===== src/rtl/cacd_pkg.sv =====
// constants for the converter and auxiliary clock dividers
// How it works
// - adc oversample bit set gives 128x, cleared gives 64x with less power
// - class d, servo and housekeeping fields act only in manual mode
// - in automatic mode ignored fields, dac quarter select too, change nothing
// - class d field divides system clock by 1,2,3,4,6,8,12,16
// - output stage halves the class d clock again for switching
// - servo field divides by 1,1.5,2,2.5,3,4,5.5,6,8
// - housekeeping field divides by value plus one, 1 to 64
// - converter clock enable bit gates the converter clock
// - converter clock comes from system clock and feeds adc and dac
// - mode bit: 0 automatic, 1 manual, reset value 1
// - dac quarter bit set divides dac clock by four more
package cacd_pkg;
   // ==========================================
   // register indices, byte address is four times the index
   localparam logic [7:0]  IDX_CFG_ONE     = 8'h06;
   localparam logic [7:0]  IDX_ADC_CTRL    = 8'h0E;
   localparam logic [7:0]  IDX_CFG_THREE   = 8'h41;
   localparam logic [7:0]  IDX_CFG_FOUR    = 8'h42;
   localparam logic [7:0]  IDX_STATUS      = 8'h43;
   localparam int          REG_W           = 16;
   // ==========================================
   // field positions
   localparam int          CLASSD_LSB      = 6;
   localparam int          CLASSD_W        = 3;
   localparam int          OSR_BIT         = 9;
   localparam int          CONV_EN_BIT     = 0;
   localparam int          SERVO_LSB       = 10;
   localparam int          SERVO_W         = 4;
   localparam int          MODE_BIT        = 0;
   localparam int          HK_LSB          = 1;
   localparam int          HK_W            = 6;
   localparam int          QUARTER_BIT     = 9;
   // ==========================================
   // reset values
   localparam logic [2:0]  CLASSD_RST      = 3'h7;
   localparam logic        OSR_RST         = 1'h1;
   localparam logic        CONV_EN_RST     = 1'h0;
   localparam logic [3:0]  SERVO_RST       = 4'h8;
   localparam logic        MODE_RST        = 1'h1;
   localparam logic [5:0]  HK_RST          = 6'h2F;
   localparam logic        QUARTER_RST     = 1'h1;
   // ==========================================
   // settings the block uses by itself in automatic mode
   localparam logic [2:0]  AUTO_CLASSD     = 3'h7;
   localparam logic [3:0]  AUTO_SERVO      = 4'h8;
   localparam logic [5:0]  AUTO_HK         = 6'h2F;
   localparam logic        AUTO_QUARTER    = 1'h1;
   // ==========================================
   // divider ratio width, ratios held as twice the divide figure
   localparam int          RATIO_W         = 8;
   localparam logic [1:0]  QUARTER_LAST    = 2'h3;
endpackage : cacd_pkg


===== src/rtl/cacd_top.sv =====
// converter and auxiliary clock dividers with apb register access
//
// The APB register port was decided locally.
`timescale 1ns/1ps
module cacd_top #(
   parameter int ADDR_W = 12
) (
   // clock and reset
   input  wire logic              clk_in,
   input  wire logic              arst_n_in,
   // apb slave
   input  wire logic              psel_in,
   input  wire logic              penable_in,
   input  wire logic              pwrite_in,
   input  wire logic [ADDR_W-1:0] paddr_in,
   input  wire logic [31:0]       pwdata_in,
   input  wire logic [3:0]        pstrb_in,
   output logic [31:0]            prdata_out,
   output logic                   pready_out,
   output logic                   pslverr_out,
   // converter clock enables
   output logic                   conv_tick_out,
   output logic                   dac_tick_out,
   output logic                   adc_tick_out,
   output logic                   adc_oversample_out,
   // auxiliary clock enables
   output logic                   classd_tick_out,
   output logic                   classd_switch_out,
   output logic                   servo_tick_out,
   output logic                   hk_tick_out
);
   localparam int RW = cacd_pkg::RATIO_W;

   // ==========================================
   // ratio tables
   // class d codes, twice the divide figure
   function automatic logic [RW-1:0] classd_ratio2(input logic [2:0] code);
      case (code)
         3'h0:    classd_ratio2 = 8'h02;
         3'h1:    classd_ratio2 = 8'h04;
         3'h2:    classd_ratio2 = 8'h06;
         3'h3:    classd_ratio2 = 8'h08;
         3'h4:    classd_ratio2 = 8'h0C;
         3'h5:    classd_ratio2 = 8'h10;
         3'h6:    classd_ratio2 = 8'h18;
         default: classd_ratio2 = 8'h20;
      endcase
   endfunction : classd_ratio2

   // servo codes, twice the divide figure; unlisted codes act as /8
   function automatic logic [RW-1:0] servo_ratio2(input logic [3:0] code);
      case (code)
         4'h0:    servo_ratio2 = 8'h02;
         4'h1:    servo_ratio2 = 8'h03;
         4'h2:    servo_ratio2 = 8'h04;
         4'h3:    servo_ratio2 = 8'h05;
         4'h4:    servo_ratio2 = 8'h06;
         4'h5:    servo_ratio2 = 8'h08;
         4'h6:    servo_ratio2 = 8'h0B;
         4'h7:    servo_ratio2 = 8'h0C;
         default: servo_ratio2 = 8'h10;
      endcase
   endfunction : servo_ratio2

   // ==========================================
   // control registers
   logic [2:0] classd_div;
   logic       osr;
   logic       conv_enable;
   logic [3:0] servo_div;
   logic       mode;
   logic [5:0] hk_div;
   logic       quarter;

   // ==========================================
   // apb decode
   logic [7:0]  idx;
   logic        mapped;
   logic        wr_go;
   logic [15:0] wdata;
   logic [15:0] rd_word;

   // word index; byte offset bits and high address bits must be zero
   assign idx = paddr_in[9:2];
   always_comb begin
      mapped = (paddr_in[1:0] == 2'h0) && (paddr_in[ADDR_W-1:10] == '0) &&
               (idx == cacd_pkg::IDX_CFG_ONE || idx == cacd_pkg::IDX_ADC_CTRL ||
                idx == cacd_pkg::IDX_CFG_THREE || idx == cacd_pkg::IDX_CFG_FOUR ||
                idx == cacd_pkg::IDX_STATUS);
   end

   // a write lands only at the completing access edge
   assign wr_go = psel_in && penable_in && pready_out && pwrite_in && mapped;

   // low two byte lanes carry the sixteen register bits
   assign wdata = pwdata_in[15:0];

   // ==========================================
   // effective settings
   logic [2:0]    eff_classd;
   logic [3:0]    eff_servo;
   logic [5:0]    eff_hk;
   logic          eff_quarter;
   logic [RW-1:0] classd_r2;
   logic [RW-1:0] servo_r2;
   logic [RW-1:0] hk_r2;

   // automatic mode overrides every divider field
   always_comb begin
      eff_classd  = mode ? classd_div : cacd_pkg::AUTO_CLASSD;
      eff_servo   = mode ? servo_div : cacd_pkg::AUTO_SERVO;
      eff_hk      = mode ? hk_div : cacd_pkg::AUTO_HK;
      eff_quarter = mode ? quarter : cacd_pkg::AUTO_QUARTER;
   end

   // ratios in half steps for the shared divider
   always_comb begin
      classd_r2 = classd_ratio2(eff_classd);
      servo_r2  = servo_ratio2(eff_servo);
      hk_r2     = {1'b0, eff_hk, 1'b0} + RW'(2);
   end

   // read mux, reserved bits read zero
   always_comb begin
      rd_word = 16'h0000;
      case (idx)
         cacd_pkg::IDX_CFG_ONE: begin
            rd_word[cacd_pkg::CLASSD_LSB +: cacd_pkg::CLASSD_W] = classd_div;
         end
         cacd_pkg::IDX_ADC_CTRL: begin
            rd_word[cacd_pkg::OSR_BIT] = osr;
         end
         cacd_pkg::IDX_CFG_THREE: begin
            rd_word[cacd_pkg::CONV_EN_BIT]                      = conv_enable;
            rd_word[cacd_pkg::SERVO_LSB +: cacd_pkg::SERVO_W]   = servo_div;
         end
         cacd_pkg::IDX_CFG_FOUR: begin
            rd_word[cacd_pkg::MODE_BIT]                         = mode;
            rd_word[cacd_pkg::HK_LSB +: cacd_pkg::HK_W]         = hk_div;
            rd_word[cacd_pkg::QUARTER_BIT]                      = quarter;
         end
         cacd_pkg::IDX_STATUS: begin
            rd_word = {eff_quarter, classd_switch_out, mode, eff_hk, eff_servo,
                       eff_classd};
         end
         default: begin
            rd_word = 16'h0000;
         end
      endcase
   end

   // ==========================================
   // apb answer, one access cycle, data caught in the setup cycle
   always_ff @(posedge clk_in or negedge arst_n_in) begin
      if (!arst_n_in) begin
         pready_out  <= 1'b0;
         pslverr_out <= 1'b0;
         prdata_out  <= 32'h0000_0000;
      end else begin
         pready_out  <= psel_in && !penable_in;
         pslverr_out <= psel_in && !penable_in && !mapped;
         if (psel_in && !penable_in && !pwrite_in && mapped) begin
            prdata_out <= {16'h0000, rd_word};
         end else begin
            prdata_out <= 32'h0000_0000;
         end
      end
   end

   // ==========================================
   // register writes, byte strobes select the two low lanes
   always_ff @(posedge clk_in or negedge arst_n_in) begin
      if (!arst_n_in) begin
         classd_div  <= cacd_pkg::CLASSD_RST;
         osr         <= cacd_pkg::OSR_RST;
         conv_enable <= cacd_pkg::CONV_EN_RST;
         servo_div   <= cacd_pkg::SERVO_RST;
         mode        <= cacd_pkg::MODE_RST;
         hk_div      <= cacd_pkg::HK_RST;
         quarter     <= cacd_pkg::QUARTER_RST;
      end else if (wr_go) begin
         case (idx)
            cacd_pkg::IDX_CFG_ONE: begin
               if (pstrb_in[0] && pstrb_in[1]) begin
                  classd_div <= wdata[cacd_pkg::CLASSD_LSB +: cacd_pkg::CLASSD_W];
               end else if (pstrb_in[0]) begin
                  classd_div[1:0] <= wdata[7:6];
               end else if (pstrb_in[1]) begin
                  classd_div[2] <= wdata[8];
               end
            end
            cacd_pkg::IDX_ADC_CTRL: begin
               if (pstrb_in[1]) begin
                  osr <= wdata[cacd_pkg::OSR_BIT];
               end
            end
            cacd_pkg::IDX_CFG_THREE: begin
               if (pstrb_in[0]) begin
                  conv_enable <= wdata[cacd_pkg::CONV_EN_BIT];
               end
               if (pstrb_in[1]) begin
                  servo_div <= wdata[cacd_pkg::SERVO_LSB +: cacd_pkg::SERVO_W];
               end
            end
            cacd_pkg::IDX_CFG_FOUR: begin
               if (pstrb_in[0]) begin
                  mode   <= wdata[cacd_pkg::MODE_BIT];
                  hk_div <= wdata[cacd_pkg::HK_LSB +: cacd_pkg::HK_W];
               end
               if (pstrb_in[1]) begin
                  quarter <= wdata[cacd_pkg::QUARTER_BIT];
               end
            end
            default: begin
               classd_div <= classd_div;
            end
         endcase
      end
   end

   // ==========================================
   // auxiliary dividers
   cacd_divider #(.RW(RW)) u_classd (
      .clk_in    (clk_in),
      .arst_n_in (arst_n_in),
      .ratio2_in (classd_r2),
      .tick_out  (classd_tick_out)
   );

   cacd_divider #(.RW(RW)) u_servo (
      .clk_in    (clk_in),
      .arst_n_in (arst_n_in),
      .ratio2_in (servo_r2),
      .tick_out  (servo_tick_out)
   );

   cacd_divider #(.RW(RW)) u_hk (
      .clk_in    (clk_in),
      .arst_n_in (arst_n_in),
      .ratio2_in (hk_r2),
      .tick_out  (hk_tick_out)
   );

   // output stage halves the class d clock into a switching level
   always_ff @(posedge clk_in or negedge arst_n_in) begin
      if (!arst_n_in) begin
         classd_switch_out <= 1'b0;
      end else if (classd_tick_out) begin
         classd_switch_out <= !classd_switch_out;
      end
   end

   // ==========================================
   // converter clock and its adc and dac branches
   logic [1:0] qcnt;
   logic       ahalf;

   // the converter clock runs from system clock only while enabled
   always_ff @(posedge clk_in or negedge arst_n_in) begin
      if (!arst_n_in) begin
         conv_tick_out <= 1'b0;
      end else begin
         conv_tick_out <= conv_enable;
      end
   end

   // dac branch: every converter tick, or every fourth one
   always_ff @(posedge clk_in or negedge arst_n_in) begin
      if (!arst_n_in) begin
         qcnt         <= 2'h0;
         dac_tick_out <= 1'b0;
      end else begin
         if (conv_enable) begin
            qcnt <= qcnt + 2'h1;
         end
         if (eff_quarter) begin
            dac_tick_out <= conv_enable && (qcnt == cacd_pkg::QUARTER_LAST);
         end else begin
            dac_tick_out <= conv_enable;
         end
      end
   end

   // adc branch: 128x takes every tick, 64x every other one
   always_ff @(posedge clk_in or negedge arst_n_in) begin
      if (!arst_n_in) begin
         ahalf              <= 1'b0;
         adc_tick_out       <= 1'b0;
         adc_oversample_out <= cacd_pkg::OSR_RST;
      end else begin
         adc_oversample_out <= osr;
         if (conv_enable) begin
            ahalf <= !ahalf;
         end
         adc_tick_out <= conv_enable && (osr || ahalf);
      end
   end

   // ==========================================
   // checks
   logic [RW-1:0] cd_gap;
   logic [RW-1:0] cd_r2_q;
   logic          cd_seen;

   // cycles between class d ticks; a ratio change voids the running period
   always_ff @(posedge clk_in or negedge arst_n_in) begin
      if (!arst_n_in) begin
         cd_gap  <= '0;
         cd_r2_q <= '0;
         cd_seen <= 1'b0;
      end else begin
         cd_r2_q <= classd_r2;
         if (classd_tick_out) begin
            cd_gap <= RW'(1);
         end else begin
            cd_gap <= cd_gap + RW'(1);
         end
         if (classd_r2 != cd_r2_q) begin
            cd_seen <= 1'b0;
         end else if (classd_tick_out) begin
            cd_seen <= 1'b1;
         end
      end
   end
endmodule : cacd_top


===== src/rtl/cacd_divider.sv =====
// fractional clock enable divider, ratio given in half steps
`timescale 1ns/1ps
module cacd_divider #(
   parameter int RW = 8
) (
   // clock and reset
   input  wire logic          clk_in,
   input  wire logic          arst_n_in,
   // ratio, twice the divide figure, at least 2
   input  wire logic [RW-1:0] ratio2_in,
   // one cycle enable per divided period
   output logic               tick_out
);
   logic [RW-1:0] acc;
   logic [RW:0]   sum;
   logic [RW:0]   rem;
   logic [RW:0]   rat;

   // each cycle adds two half steps; a tick takes a whole period out
   always_comb begin
      rat = (ratio2_in < 2) ? (RW+1)'(2) : {1'b0, ratio2_in};
      sum = {1'b0, acc} + (RW+1)'(2);
      rem = sum - rat;
   end

   // odd ratios leave a remainder, so periods alternate floor and ceiling
   always_ff @(posedge clk_in or negedge arst_n_in) begin
      if (!arst_n_in) begin
         acc      <= '0;
         tick_out <= 1'b0;
      end else if (sum >= rat) begin
         acc      <= (rem >= rat) ? '0 : rem[RW-1:0];
         tick_out <= 1'b1;
      end else begin
         acc      <= sum[RW-1:0];
         tick_out <= 1'b0;
      end
   end

   // ==========================================
   // period checking
   logic [RW-1:0] gap;
   logic [RW-1:0] last_gap;
   logic [RW-1:0] ratio_q;
   logic          chg;
   logic          chg_prev;
   logic          ok;

   // cycles since the last tick and whether the ratio moved meanwhile
   always_ff @(posedge clk_in or negedge arst_n_in) begin
      if (!arst_n_in) begin
         gap      <= '0;
         last_gap <= '0;
         ratio_q  <= '0;
         chg      <= 1'b1;
         chg_prev <= 1'b1;
      end else begin
         ratio_q <= ratio2_in;
         if (tick_out) begin
            gap      <= RW'(1);
            last_gap <= gap;
            chg      <= (ratio2_in != ratio_q);
            chg_prev <= chg;
         end else begin
            gap <= gap + RW'(1);
            chg <= chg | (ratio2_in != ratio_q);
         end
      end
   end

   assign ok = !chg && !chg_prev && (ratio2_in == ratio_q) && (ratio2_in >= 2);
endmodule : cacd_divider


===== config.mk =====
export PLATFORM = sky130hd
export DESIGN_NAME = cacd_top
export DESIGN_NICKNAME = d
export VERILOG_FILES = /design/src/rtl/cacd_pkg.sv /design/src/rtl/cacd_top.sv /design/src/rtl/cacd_divider.sv
export SDC_FILE = /design/constraint.sdc
export NUM_CORES = 1
export LEC_CHECK = 0
export ABC_AREA = 1
export BUFFER_PORTS_ARGS = -buffer_cell sky130_fd_sc_hd__buf_2
export CORE_ASPECT_RATIO = 1.2
export CORE_MARGIN = 1
export CORE_UTILIZATION = 41
export CTS_CLUSTER_SIZE = 25
export DETAILED_ROUTE_END_ITERATION = 8
export PLACE_DENSITY_LB_ADDON = 0.05
export SETUP_SLACK_MARGIN = 0.15
export SLEW_MARGIN = 20
export SYNTH_ARGS = -nofsm -noshare
export SYNTH_HDL_FRONTEND = slang
export SYNTH_SLANG_ARGS = --single-unit

===== constraint.sdc =====
create_clock -name clk_in -period 4.53 [get_ports clk_in]
set_input_delay 0.2265 -clock clk_in [delete_from_list [all_inputs] [get_ports clk_in]]
set_output_delay 0.2265 -clock clk_in [all_outputs]
set_load 0.01 [all_outputs]

==> impl_metrics.ini <==
[synth]
avgSynthCellArea_um2 = 7.69
ys_types = 40
ys_top_cells_by_area = dfrtp_1 (29%), nand2_1 (13%), ha_1 (11%)
synth.top_cells.by_count = nand2_1 (167), inv_1 (80), nand3_1 (65), dfrtp_1 (55), nor2_1 (55)
dominantRegCellSynth = dfrtp_1
yosysMostFrequentCell = nand2_1
synth-edff-count = 0
ys_warn_count = 0
async_reset_ff_frac = 1.00
synth_top_cell_by_area = dfrtp_1
ys_seq_area_frac = 0.358
ys_ff_latch = 68
synth.top_cell.area_share = 0.287
synthCells = 624
syn-cell-area_um2 = 4800

[flow_run]
cap_viol_max_count = 0

[layout]
fin_nets = 800
fillers = 1159
drive_above_1_share = 0.195
areaGrowthSynthToFinish_pct = 17.0
fin_cells = 862
antenna_cells = 0

[critical_path]
critPathMaxStageDelay_ns = 0.58
worstPathRequired_ns = 4.79
critPathArrivalTime_ns = 4.28
timing.rr.start = mode
cp-start-kind = flop
critical_path.max_fanout = 8
cp_num_buf_inv = 4
cpMostUsedCell = nand3_1
path_cells = inv_2 > or2_2 > ha_1 > xnor2_1 > nand2_1 > o21ai_2 > ha_1 > inv_1 > fa_2 > nand3_1 > nand3_2 > nand3_1 > nand3_2 > nand2_2 > nand2_1 > inv_1 > ha_1 > nand3_1 > nor2_1 > a31o_2 > a21oi_2 > buf_4 > nand3_1 > o21ai_1
critPathKind = reg -> reg
critPathLaunch = mode
cp_top_family = simple AND/OR/NAND/NOR gates
endpoint_kind = flop
cpMaxStageDelayCell = dfstp_2

[global_routing]
met2_usage = 0.341
antenna_found_initial = 0
gr-total-overflow = 0
grt_start_max_net_pins = 48
top_usage_layer = met2
grt_pass1_vias = 4058
grt_pass1_wl_um = 18000
grt_util_met1 = 0.228
grt.met3_usage = 0.0364
grt.total_usage = 0.190

[sta]
hold_viol_final = 0
rsz0062_at_grt = no
relSlewSlack = 0.599
finalSetupViolations = 0
report.final.slew_viol_count = 0
fin_crit_sh = 0.886
tns_ns = 0
min_period_ns = 4.01
max_freq_mhz = 249
whs_ns = 0.0685
tightestPinTransition_ns = 0.602
skew_ns = 0.00644

[die]
core_area_um2 = 11200
io_pins = 95
core.rowCount = 42
start_util = 0.429
die_y_um = 120
die_w_um = 101
dieArea_um2 = 12100

[worst_hold_path]
min_from = penable_in
holdCritPathClass = in -> reg

[detailed_routing]
drc = 0
num_vias = 4028
drt_iter0_markers = 129
wl_um = 10700
drt_pass1_iterations = 4
antenna_left = 0
viasPerCell = 4.67
avgRoutedWirePerCell_um = 12.4

[clock_tree]
cts-buffers-inserted = 9
cts-root-buf = clkbuf_16
htree_levels = 3
clkLatencyLatePin_ns = 0.34
clk_path_buf_depth = 2
cts.sinks = 68
cts_tree = done
clk_pin_slew_worst_paths_ns = 0.06

[power]
p_total_mw = 2.27
ir_drop_uv = 208
p_leak_nw = 3.12
p_per_area_nw_per_um2 = 405

[placement]
io_buffers = 58
gp_congestion = 0.844
dp_hpwl_um = 8560
placed_cells = 842

[outcome]
status = completed
## worst paths after layout
| check | depth (start not counted) | endpoint | slack [ns] |
|---|---|---|---|
| worst max-delay path | 24 | u_hk.acc[6] | 0.52 |
| worst min-delay path | 2 | pready_out | 0.07 |
| worst max register to register | 24 | u_hk.acc[6] | 0.52 |
| worst min register to register | 0 | adc_oversample_out | 0.38 |
| max in group asynchronous | 3 | u_classd.acc[7] | 3.16 |
| min in group asynchronous | 2 | prdata_out[11] | 0.39 |
## layout by cell type, fill, tap and decap left out, types with 5 or more instances in the layout
cell and count:
nor2_1 55, a21oi_1 16, nor3_1 5, o21ai_0 12
o21ai_1 5, dfstp_2 13, inv_2 5, nand2_1 166
nand4_1 8, o21ai_2 10, xor2_1 23, clkbuf_16 9
dfrtp_1 55, buf_2 58, buf_4 7, ha_1 41
conb_1 21, xnor2_1 5, inv_1 80, nor2_2 8
nand3_1 63
## stage by stage
stage / util / cell area (µm²) / setup WS [ns]
after detailed placement: 0.469 / 5250 / 0.207
final: 0.501 / 5610 / 0.516
after floorplan: - / 4870 / 0.411
after CTS: 0.497 / 5570 / 0.164
after global placement: 0.469 / 5250 / 0.271
after global routing: 0.501 / 5610 / 0.190
## kinds of logic (layout without fill, tap and decap cells)
family                   Yosys count  after routing  synth area share
adder cells (fa/ha/maj)           44             44             0.119
flip-flops                        68             68             0.358
AND/OR/NAND/NOR                  321            321             0.299
buffers and inverters            104            168            0.0965
AO/OA/AOI/OAI                     58             58            0.0754
XOR/XNOR                          28             28            0.0511
other                              1             21          0.000782
## area by class of cell
| type | count | area, µm² | area share |
|---|---|---|---|
| inverters | 86 | 324 | 0.0578 |
| multi-input cells | 472 | 2710 | 0.484 |
| well taps | 154 | 193 | 0.0343 |
| repair buffers | 66 | 353 | 0.0629 |
| clock inverters | 7 | 83.8 | 0.0149 |
| flip-flops and latches | 68 | 1720 | 0.306 |
| clock buffers | 9 | 225 | 0.0401 |
## what timing repair did
action | 4_1_cts | 5_1_grt
hold buffers | 1 | 0
gates resized for setup | 0 | 7
setup endpoints to repair | 0 | 7
endpoints found under the hold margin | 21 | 0
buffers inserted | 0 | 3
## where the power goes
group	leakage (nW)	internal, mW	total (mW)	switching, mW
Clock	0.149	0.435	0.721	0.286
Sequential	0.844	0.649	0.681	0.0316
Combinational	2.13	0.341	0.872	0.531
Total	3.12	1.43	2.27	0.848
## flip-flops by register name, indices dropped and copies added, names as in the netlist, 2 cells and up
register and count:
u_servo.acc 8, classd_div 3, prdata_out 16, u_hk.acc 7, servo_div 4, u_classd.acc 7, qcnt 2, hk_div 6
## worst reg2reg max path, cell delays in order, from the launching register on
cell and delay [ns]:
dfstp_2 0.58, inv_2 0.08, or2_2 0.29, ha_1 0.22, xnor2_1 0.28, nand2_1 0.11, o21ai_2 0.17, ha_1 0.15
inv_1 0.06, fa_2 0.35, nand3_1 0.11, nand3_2 0.09, nand3_1 0.11, nand3_2 0.10, nand2_2 0.10, nand2_1 0.08
inv_1 0.07, ha_1 0.24, nand3_1 0.09, nor2_1 0.04, a31o_2 0.19, a21oi_2 0.11, buf_4 0.16, nand3_1 0.07
o21ai_1 0.09
## layer usage
layer,part of all wire,vias to the layer above
li1,-,2123
met1,0.45,1846
met4,0.013,0
met2,0.51,49
met5,0,-
met3,0.026,10
No activity file was read; power rests on OpenSTA's default activity.
